### src/rtl/rsc_pkg.sv
// Package for the serial receiver clock, reset and status block
package rsc_pkg;
    localparam int LANES          = 4;
    localparam int RCFG_IN_W      = 70;
    localparam int RCFG_OUT_W     = 46;
    localparam int CLK_PERIOD_NS  = 50;
    // Calibration after PMA reset release: at least this long
    localparam int CAL_TIME_NS    = 1000;
    localparam int CAL_CYCLES     = (CAL_TIME_NS + CLK_PERIOD_NS - 1) / CLK_PERIOD_NS;
    // Serial data transitions seen in lock-to-reference before lock-to-data
    localparam int LOCK_EDGES     = 8;
    localparam int CNT_W          = 5;
    localparam int PCS_W          = 8;

    localparam logic [31:0] CTRL_OFFSET   = 32'h0000_0000;
    localparam logic [31:0] STATUS_OFFSET = 32'h0000_0004;
    localparam int CTRL_LANE_EN_LSB       = 0;
    localparam int CTRL_PMA_DIRECT_BIT    = 8;
    localparam logic [3:0] CTRL_LANE_EN_RST = 4'hf;
    localparam logic       CTRL_PMA_DIRECT_RST = 1'b0;
    localparam int STAT_LOCK_LSB  = 0;
    localparam int STAT_BUSY_LSB  = 4;
    localparam int STAT_PCS_LSB   = 8;
    localparam int STAT_PMA_LSB   = 12;
    localparam int STAT_LINK_BIT  = 16;

    localparam logic [1:0] RESP_OKAY   = 2'b00;
    localparam logic [1:0] RESP_SLVERR = 2'b10;

    typedef enum logic [1:0] {
        REG_CTRL   = 2'b00,
        REG_STATUS = 2'b01,
        REG_NONE   = 2'b10
    } rsc_reg_e;

    typedef enum logic [1:0] {
        LN_RESET    = 2'b00,
        LN_CAL      = 2'b01,
        LN_REF_LOCK = 2'b10,
        LN_LTD      = 2'b11
    } rsc_lane_e;

    typedef struct packed {
        logic cal_busy;
        logic locked;
        logic pcs_stat;
        logic pma_stat;
    } rsc_lane_stat_s;
endpackage

### src/rtl/rsc_rx_clk_rst.sv
// Receiver clock recovery, per-lane reset status and link reset sequencing
//
// The implementer's own choices: register access over AXI4-Lite and the register addresses.
`timescale 1ns/1ps
// Behaviour
// - Link-domain logic is reset by one active-low link reset input.
// - One recovered clock per lane is output, derived from the data recovery circuit; here each follows link_clk_in while its lane is in lock-to-data.
// - With hard or soft PCS each recovered clock has the link clock frequency.
// - With PMA direct each recovered clock runs at half the link clock frequency.
// - A lane's PCS is held in reset while its PCS reset input is high.
// - A lane's data recovery and PMA are held in reset while its analog reset is high.
// - Each lane reports its PCS reset state to the reset controller.
// - Each lane reports its PMA reset state to the reset controller.
// - Each lane flags lock once it has moved from lock-to-reference to lock-to-data.
// - Each lane holds calibration busy high while its calibration runs.
// - Each lane takes differential serial data and recovers its clock from it; here the data feeds lock detection and PCS words; the clock follows link_clk_in.
// - 46 bits per lane of reconfiguration status go back to that controller.
module rsc_rx_clk_rst (
    input  wire logic                                   aclk,              // 20 MHz clock
    input  wire logic                                   aresetn,           // Sync reset, low
    input  wire logic [31:0]                            s_axi_awaddr,      // Write address
    input  wire logic                                   s_axi_awvalid,     // Write addr valid
    output logic                                        s_axi_awready,     // Write addr ready
    input  wire logic [31:0]                            s_axi_wdata,       // Write data
    input  wire logic [3:0]                             s_axi_wstrb,       // Byte enables
    input  wire logic                                   s_axi_wvalid,      // Write data valid
    output logic                                        s_axi_wready,      // Write data ready
    output logic [1:0]                                  s_axi_bresp,       // Write response
    output logic                                        s_axi_bvalid,      // Write resp valid
    input  wire logic                                   s_axi_bready,      // Write resp ready
    input  wire logic [31:0]                            s_axi_araddr,      // Read address
    input  wire logic                                   s_axi_arvalid,     // Read addr valid
    output logic                                        s_axi_arready,     // Read addr ready
    output logic [31:0]                                 s_axi_rdata,       // Read data
    output logic [1:0]                                  s_axi_rresp,       // Read response
    output logic                                        s_axi_rvalid,      // Read data valid
    input  wire logic                                   s_axi_rready,      // Read data ready
    input  wire logic                                   link_clk_in,       // Link clock, sampled
    input  wire logic                                   link_rst_n,        // Link reset, low
    output logic                                        link_rx_rst_n,     // Link logic reset
    input  wire logic [rsc_pkg::LANES-1:0]              serial_p,          // Serial data +
    input  wire logic [rsc_pkg::LANES-1:0]              serial_n,          // Serial data -
    output logic [rsc_pkg::LANES-1:0]                   rec_clk,           // Recovered clocks
    input  wire logic [rsc_pkg::LANES-1:0]              pcs_reset,         // PCS reset, high
    input  wire logic [rsc_pkg::LANES-1:0]              analog_reset,      // PMA reset, high
    output logic [rsc_pkg::LANES-1:0]                   pcs_reset_stat,    // PCS reset state
    output logic [rsc_pkg::LANES-1:0]                   pma_reset_stat,    // PMA reset state
    output logic [rsc_pkg::LANES-1:0]                   lock_to_data,      // Lane locked
    output logic [rsc_pkg::LANES-1:0]                   cal_busy,          // Calibrating
    input  wire logic [rsc_pkg::LANES*rsc_pkg::RCFG_IN_W-1:0]  reconfig_bus_in,  // Reconfig in
    output logic [rsc_pkg::LANES*rsc_pkg::RCFG_OUT_W-1:0] reconfig_bus_out  // Reconfig out
);
    localparam int L = rsc_pkg::LANES;

    rsc_pkg::rsc_lane_e        lane_st_r   [L];
    logic [rsc_pkg::CNT_W-1:0] lane_cnt_r  [L];
    logic [rsc_pkg::PCS_W-1:0] pcs_word_r  [L];
    logic [L-1:0]              ser_d_r;
    logic                      link_clk_d_r;
    logic [L-1:0]              lane_en_r;
    logic                      pma_direct_r;
    rsc_pkg::rsc_lane_stat_s   lane_stat   [L];

    logic                      aw_got_r;
    logic                      w_got_r;
    logic [31:0]               awaddr_r;
    logic [31:0]               wdata_r;
    logic [3:0]                wstrb_r;

    function automatic rsc_pkg::rsc_reg_e reg_decode(input logic [31:0] addr);
        if (addr == rsc_pkg::CTRL_OFFSET) begin
            return rsc_pkg::REG_CTRL;
        end else if (addr == rsc_pkg::STATUS_OFFSET) begin
            return rsc_pkg::REG_STATUS;
        end
        return rsc_pkg::REG_NONE;
    endfunction

    // A disabled lane never holds the link back
    function automatic logic lanes_ready(input logic [L-1:0] en, input logic [L-1:0] lk,
                                         input logic [L-1:0] bz, input logic [L-1:0] ps,
                                         input logic [L-1:0] pm);
        return &(~en | (lk & ~bz & ~ps & ~pm));
    endfunction

    always_comb begin
        for (int i = 0; i < L; i++) begin
            lane_stat[i] = '{cal_busy: cal_busy[i], locked: lock_to_data[i],
                             pcs_stat: pcs_reset_stat[i], pma_stat: pma_reset_stat[i]};
        end
    end

    // Lane sequencer: reset, calibrate, lock to reference, then lock to data
    always_ff @(posedge aclk) begin
        for (int i = 0; i < L; i++) begin
            if (!aresetn || analog_reset[i]) begin
                lane_st_r[i]  <= rsc_pkg::LN_RESET;
                lane_cnt_r[i] <= '0;
            end else begin
                case (lane_st_r[i])
                    rsc_pkg::LN_RESET: begin
                        lane_st_r[i]  <= rsc_pkg::LN_CAL;
                        lane_cnt_r[i] <= '0;
                    end
                    rsc_pkg::LN_CAL: begin
                        if (lane_cnt_r[i] == rsc_pkg::CNT_W'(rsc_pkg::CAL_CYCLES - 1)) begin
                            lane_st_r[i]  <= rsc_pkg::LN_REF_LOCK;
                            lane_cnt_r[i] <= '0;
                        end else begin
                            lane_cnt_r[i] <= lane_cnt_r[i] + 1'b1;
                        end
                    end
                    rsc_pkg::LN_REF_LOCK: begin
                        // Count valid differential transitions in the data stream
                        if ((serial_p[i] != serial_n[i]) && (serial_p[i] != ser_d_r[i])) begin
                            if (lane_cnt_r[i] == rsc_pkg::CNT_W'(rsc_pkg::LOCK_EDGES - 1)) begin
                                lane_st_r[i] <= rsc_pkg::LN_LTD;
                            end
                            lane_cnt_r[i] <= lane_cnt_r[i] + 1'b1;
                        end
                    end
                    rsc_pkg::LN_LTD: begin
                        lane_st_r[i] <= rsc_pkg::LN_LTD;
                    end
                    default: begin
                        lane_st_r[i] <= rsc_pkg::LN_RESET;
                    end
                endcase
            end
        end
    end

    always_ff @(posedge aclk) begin
        if (!aresetn) begin
            ser_d_r      <= '0;
            link_clk_d_r <= 1'b0;
        end else begin
            ser_d_r      <= serial_p;
            link_clk_d_r <= link_clk_in;
        end
    end

    // Lane status flags, all registered
    always_ff @(posedge aclk) begin
        if (!aresetn) begin
            pcs_reset_stat <= '0;
            pma_reset_stat <= '0;
            lock_to_data   <= '0;
            cal_busy       <= '0;
        end else begin
            pcs_reset_stat <= pcs_reset;
            pma_reset_stat <= analog_reset;
            for (int i = 0; i < L; i++) begin
                lock_to_data[i] <= !analog_reset[i] && lane_st_r[i] == rsc_pkg::LN_LTD;
                cal_busy[i]     <= !analog_reset[i] && lane_st_r[i] == rsc_pkg::LN_CAL;
            end
        end
    end

    // Recovered clocks run only while locked; the fabric clock bounds their rate
    always_ff @(posedge aclk) begin
        for (int i = 0; i < L; i++) begin
            // Stop at once on PMA reset, not a cycle later when the state has left lock
            if (!aresetn || analog_reset[i] || lane_st_r[i] != rsc_pkg::LN_LTD) begin
                rec_clk[i] <= 1'b0;
            end else if (pma_direct_r) begin
                if (link_clk_in && !link_clk_d_r) begin
                    rec_clk[i] <= ~rec_clk[i];
                end
            end else begin
                rec_clk[i] <= link_clk_in;
            end
        end
    end

    // PCS word capture, cleared while the PCS is in reset
    always_ff @(posedge aclk) begin
        for (int i = 0; i < L; i++) begin
            if (!aresetn || pcs_reset[i]) begin
                pcs_word_r[i] <= '0;
            end else if (lane_st_r[i] == rsc_pkg::LN_LTD) begin
                pcs_word_r[i] <= {pcs_word_r[i][rsc_pkg::PCS_W-2:0], serial_p[i]};
            end
        end
    end

    // Status back to the reconfiguration controller, present in every mode
    always_ff @(posedge aclk) begin
        if (!aresetn) begin
            reconfig_bus_out <= '0;
        end else begin
            for (int i = 0; i < L; i++) begin
                reconfig_bus_out[i*rsc_pkg::RCFG_OUT_W +: rsc_pkg::RCFG_OUT_W] <=
                    {lane_stat[i], pcs_word_r[i],
                     reconfig_bus_in[i*rsc_pkg::RCFG_IN_W +: 34]};
            end
        end
    end

    // Link reset: released only once all enabled lanes are usable
    always_ff @(posedge aclk) begin
        if (!aresetn) begin
            link_rx_rst_n <= 1'b0;
        end else begin
            link_rx_rst_n <= link_rst_n &&
                lanes_ready(lane_en_r, lock_to_data, cal_busy, pcs_reset_stat,
                            pma_reset_stat);
        end
    end

    // AXI4-Lite write path: address and data taken in either order
    always_ff @(posedge aclk) begin
        if (!aresetn) begin
            s_axi_awready <= 1'b1;
            s_axi_wready  <= 1'b1;
            s_axi_bvalid  <= 1'b0;
            s_axi_bresp   <= rsc_pkg::RESP_OKAY;
            aw_got_r      <= 1'b0;
            w_got_r       <= 1'b0;
            awaddr_r      <= '0;
            wdata_r       <= '0;
            wstrb_r       <= '0;
        end else begin
            if (s_axi_awvalid && s_axi_awready) begin
                aw_got_r      <= 1'b1;
                awaddr_r      <= s_axi_awaddr;
                s_axi_awready <= 1'b0;
            end
            if (s_axi_wvalid && s_axi_wready) begin
                w_got_r      <= 1'b1;
                wdata_r      <= s_axi_wdata;
                wstrb_r      <= s_axi_wstrb;
                s_axi_wready <= 1'b0;
            end
            if (aw_got_r && w_got_r && !s_axi_bvalid) begin
                aw_got_r     <= 1'b0;
                w_got_r      <= 1'b0;
                s_axi_bvalid <= 1'b1;
                s_axi_bresp  <= (reg_decode(awaddr_r) == rsc_pkg::REG_NONE) ?
                                rsc_pkg::RESP_SLVERR : rsc_pkg::RESP_OKAY;
            end
            // Ready stays low until the response is taken, one write at a time
            if (s_axi_bvalid && s_axi_bready) begin
                s_axi_bvalid  <= 1'b0;
                s_axi_awready <= 1'b1;
                s_axi_wready  <= 1'b1;
            end
        end
    end

    // Control register: lane enables in byte 0, PCS mode in byte 1
    always_ff @(posedge aclk) begin
        if (!aresetn) begin
            lane_en_r    <= rsc_pkg::CTRL_LANE_EN_RST;
            pma_direct_r <= rsc_pkg::CTRL_PMA_DIRECT_RST;
        end else if (aw_got_r && w_got_r && !s_axi_bvalid &&
                     reg_decode(awaddr_r) == rsc_pkg::REG_CTRL) begin
            if (wstrb_r[0]) begin
                lane_en_r <= wdata_r[rsc_pkg::CTRL_LANE_EN_LSB +: L];
            end
            if (wstrb_r[1]) begin
                pma_direct_r <= wdata_r[rsc_pkg::CTRL_PMA_DIRECT_BIT];
            end
        end
    end

    // AXI4-Lite read path
    always_ff @(posedge aclk) begin
        if (!aresetn) begin
            s_axi_arready <= 1'b1;
            s_axi_rvalid  <= 1'b0;
            s_axi_rdata   <= '0;
            s_axi_rresp   <= rsc_pkg::RESP_OKAY;
        end else if (s_axi_arvalid && s_axi_arready) begin
            s_axi_arready <= 1'b0;
            s_axi_rvalid  <= 1'b1;
            s_axi_rdata   <= '0;
            s_axi_rresp   <= rsc_pkg::RESP_OKAY;
            case (reg_decode(s_axi_araddr))
                rsc_pkg::REG_CTRL: begin
                    s_axi_rdata[rsc_pkg::CTRL_LANE_EN_LSB +: L]  <= lane_en_r;
                    s_axi_rdata[rsc_pkg::CTRL_PMA_DIRECT_BIT]    <= pma_direct_r;
                end
                rsc_pkg::REG_STATUS: begin
                    s_axi_rdata[rsc_pkg::STAT_LOCK_LSB +: L] <= lock_to_data;
                    s_axi_rdata[rsc_pkg::STAT_BUSY_LSB +: L] <= cal_busy;
                    s_axi_rdata[rsc_pkg::STAT_PCS_LSB +: L]  <= pcs_reset_stat;
                    s_axi_rdata[rsc_pkg::STAT_PMA_LSB +: L]  <= pma_reset_stat;
                    s_axi_rdata[rsc_pkg::STAT_LINK_BIT]      <= link_rx_rst_n;
                end
                default: begin
                    s_axi_rresp <= rsc_pkg::RESP_SLVERR;
                end
            endcase
        end else if (s_axi_rvalid && s_axi_rready) begin
            s_axi_rvalid  <= 1'b0;
            s_axi_arready <= 1'b1;
        end
    end
endmodule

### config.mk
export PLATFORM = sky130hd
export DESIGN_NAME = rsc_rx_clk_rst
export DESIGN_NICKNAME = d
export VERILOG_FILES = /design/src/rtl/rsc_pkg.sv /design/src/rtl/rsc_rx_clk_rst.sv
export SDC_FILE = /design/constraint.sdc
export NUM_CORES = 1
export LEC_CHECK = 0
export BUFFER_PORTS_ARGS = -buffer_cell sky130_fd_sc_hd__buf_2
export CORE_AREA = 5 5 249 251
export DETAILED_ROUTE_END_ITERATION = 8
export DIE_AREA = 0 0 254 256
export MAX_ROUTING_LAYER = met4
export PLACE_DENSITY_LB_ADDON = 0.1
export SETUP_SLACK_MARGIN = 0.1
export SYNTH_ARGS = -nofsm -noshare
export SYNTH_HDL_FRONTEND = slang
export SYNTH_SLANG_ARGS = --single-unit
### constraint.sdc
create_clock -name aclk -period 5.7 [get_ports aclk]
set_input_delay 0.855 -clock aclk [delete_from_list [all_inputs] [get_ports aclk]]
set_output_delay 0.855 -clock aclk [all_outputs]
set_load 0.005 [all_outputs]
==> flow_summary.yaml <==
outcome:
  outcome: "completed"
placed_design:
  gp_congestion: 0.733
  place_area_um2: 14400
  dp_hpwl_um: 26900
  place_ws_ns: 2.48
  portBuffers: 460
cells_and_area:
  design_area_um2: 16000
  nNetsFinal: 1914
  syn2layout_area_growth_pct: 40.8
  layout-drive-gt1-share_pct: 35.8
synthesis:
  synth_warnings: 0
  syn-cell-area_um2: 11300
  synth_edf_count: 60
  yosys.cell_types.count: 54
  yosysTopAreaCell: "dfxtp_1"
  ys_seq_area_share_pct: 65.3
  ys_ff_latch: 340
  synth.area.top_cells: "dfxtp_1 (49%), edfxtp_1 (16%), and2_1 (13%)"
  synth_area_per_cell_um2: 10.9
  ys.flop_type: "dfxtp_1"
  synth_top_area_share_pct: 49.4
  synthArstFlopShare_pct: 0
  netlist_instances: 1038
power:
  p_int_mw: 4.51
  p_per_area_nw_per_um2: 364
  power.leakage_nw: 7.15
  pwr-share-seq_pct: 44.8
  power_frac_clock_pct: 49.2
  p_comb_share_pct: 6.0
  total_power_mw: 5.81
  sw_frac_of_total_pct: 22.4
  switchingPower_mw: 1.30
  ir_worst_vdd_v: 0.000205
cts:
  post_cts_buffers: 0
  clock-sinks: 340
  cts-root-buf: "clkbuf_16"
  cts_hold_buf: 0
  clk_pin_slew_ns: 0.06
  tritoncts: "done"
  cts_buffer_depth: 3
  cts_resized: 0
  cts_buffers: 44
  clkLatencyLatePin_ns: 0.56
  ctsHtreeMaxLevel: 2
critical_path:
  cp-start-kind: "input port"
  arrival_ns: 2.91
  end_kind: "flip-flop"
  cp.required_ns: 6.15
  path_class: "in -> reg"
  crit_fanout: 17
timing:
  max_freq_ghz: 0.406
  maxSlewViolCount: 0
  finalHoldViolCount: 0
  setup_tns_ns: 0
  period_needed_ns: 2.46
  skew_ns: 0.0167
  postLayoutSetupSlackWorst_ns: 3.24
  slew_headroom_pct: 22.6
  rsz0062_at_grt: "no"
  finalCritPeriodShare_pct: 43.2
  setup_viol: 0
  whs_ns: 0.444
  worst_pin_slew_ns: 1.16
drt:
  wl_per_cell_um: 15.9
  drt_pass1_iterations: 4
  vias_per_cell: 3.79
  postRouteAntennaNets: 0
  finalWirelength_um: 36900
  routed-via-count: 8812
  drc: 0
  drt_iter0_markers: 306
grt:
  grtUsageTotal_pct: 11.1
  grt_pass1_wl_um: 54600
  gr-total-overflow: 0
  grt_pass1_vias: 8927
  grt_max_degree: 91
  antenna_found_initial: 7
flow_run:
  cap_violations: 0
floorplan:
  die_w_um: 254
  ioPinCount: 651
  fp.coreArea_um2: 59700
  std_cell_rows: 90
  die_area_um2: 65000
  initial_core_util_pct: 19.0
  die_h_um: 256
worst_hold_path:
  min_path_type: "reg -> reg"
sequential cells by signal, summed over array words and instances, names as in the netlist, 5 cells and up:
name              flops
lane_st_r             8
wdata_r               5
s_axi_rdata          17
reconfig_bus_out    184
pcs_word_r           32
awaddr_r             32
lane_cnt_r           20
layout make-up:
| class | instances | area [um^2] |
|---|---|---|
| flip-flops and latches | 340 | 7410 |
| inverters | 15 | 56.3 |
| well taps | 782 | 978 |
| fillers | 6444 | 43700 |
| repair buffers | 465 | 2350 |
| diodes | 7 | 17.5 |
| clock inverters | 12 | 149 |
| multi-input cells | 639 | 3650 |
| clock buffers | 67 | 1370 |
logic make-up after synthesis:
kind of cell	Yosys count	share of synthesized area, %
simple gates	485	23.8
flops	340	65.3
compound gates	115	5.92
buf+inv	75	3.07
xor+xnor	12	0.926
mux	6	0.529
fa+ha+maj	4	0.441
other cells	1	0.0331
power groups by stage:
stage	sequential [mW]	clock, mW	combinational (mW)
6_report	2.61	2.86	0.351
3_3_place_gp	2.66	0	0.364
5_1_grt	2.62	3.11	0.398
4_1_cts	2.61	3.01	0.364
2_1_floorplan	2.65	0	0.157
3_5_place_dp	2.66	0	0.362
critical path, stage by stage:
cell	delay, ns
buf_2	0.10
or4_1	0.51
nor2_1	0.15
nand4_1	0.84
o21ai_0	0.46
through the flow:
step	util [%]	instances
detailed placement	24.2	2241
global placement	24.2	2241
CTS	26.7	2320
floorplan	-	1054
global route	26.8	2326
finish	26.8	2327
cells in the final DEF, fill, tap and decap left out, types with 17 or more instances in the layout:
cell       count
buf_2        459
dfxtp_1      280
and2_1       231
nand2_1      120
edfxtp_1      60
a21oi_1       54
clkbuf_16     47
nor2_1        41
o21ai_0       32
nand3_1       17
conb_1        17
cells in the mapped netlist (all sizes together) (2+ instances only):
master   count
o41ai        5
a22oi        5
nand3       17
a21oi       54
nand2      120
nor2        42
and2       231
mux2i        6
and4         2
nor3        10
buf         22
or4b         3
or4          3
nor3b        3
edfxtp      60
clkbuf      38
inv         14
nand3b       7
xor2         8
or3b         4
a211o        2
ha           4
nor4        14
o21ai       32
a2111oi      4
xnor2        4
nand4        2
o211ai       4
nor4bb       3
or3          2
nor2b        7
a211oi       3
and3         2
o221ai       2
nand2b      10
dfxtp      280
final timing paths:
path,cells past startpoint,to,slack [ns],from
worst max-delay path,5,s_axi_rdata[5]$_SDFFE_PN0P_,3.24,s_axi_araddr[6]
worst min-delay path,2,s_axi_rdata[16]$_SDFFE_PN0P_,0.44,s_axi_rdata[16]$_SDFFE_PN0P_
worst max register to register,5,lane_cnt_r[0][2]$_DFFE_PP_,3.64,lane_cnt_r[0][0]$_DFFE_PP_
worst min register to register,2,s_axi_rdata[16]$_SDFFE_PN0P_,0.44,s_axi_rdata[16]$_SDFFE_PN0P_
layer usage:
| metal | vias up | global-route usage, % | routed length (um) |
|---|---|---|---|
| met4 | 0 | 2.98 | 759 |
| met3 | 53 | 4.05 | 3520 |
| li1 | 4377 | - | - |
| met1 | 4044 | 14.3 | 16800 |
| met2 | 338 | 16.5 | 15800 |
| met5 | - | - | 0 |
(Power assumes the default switching activity.)
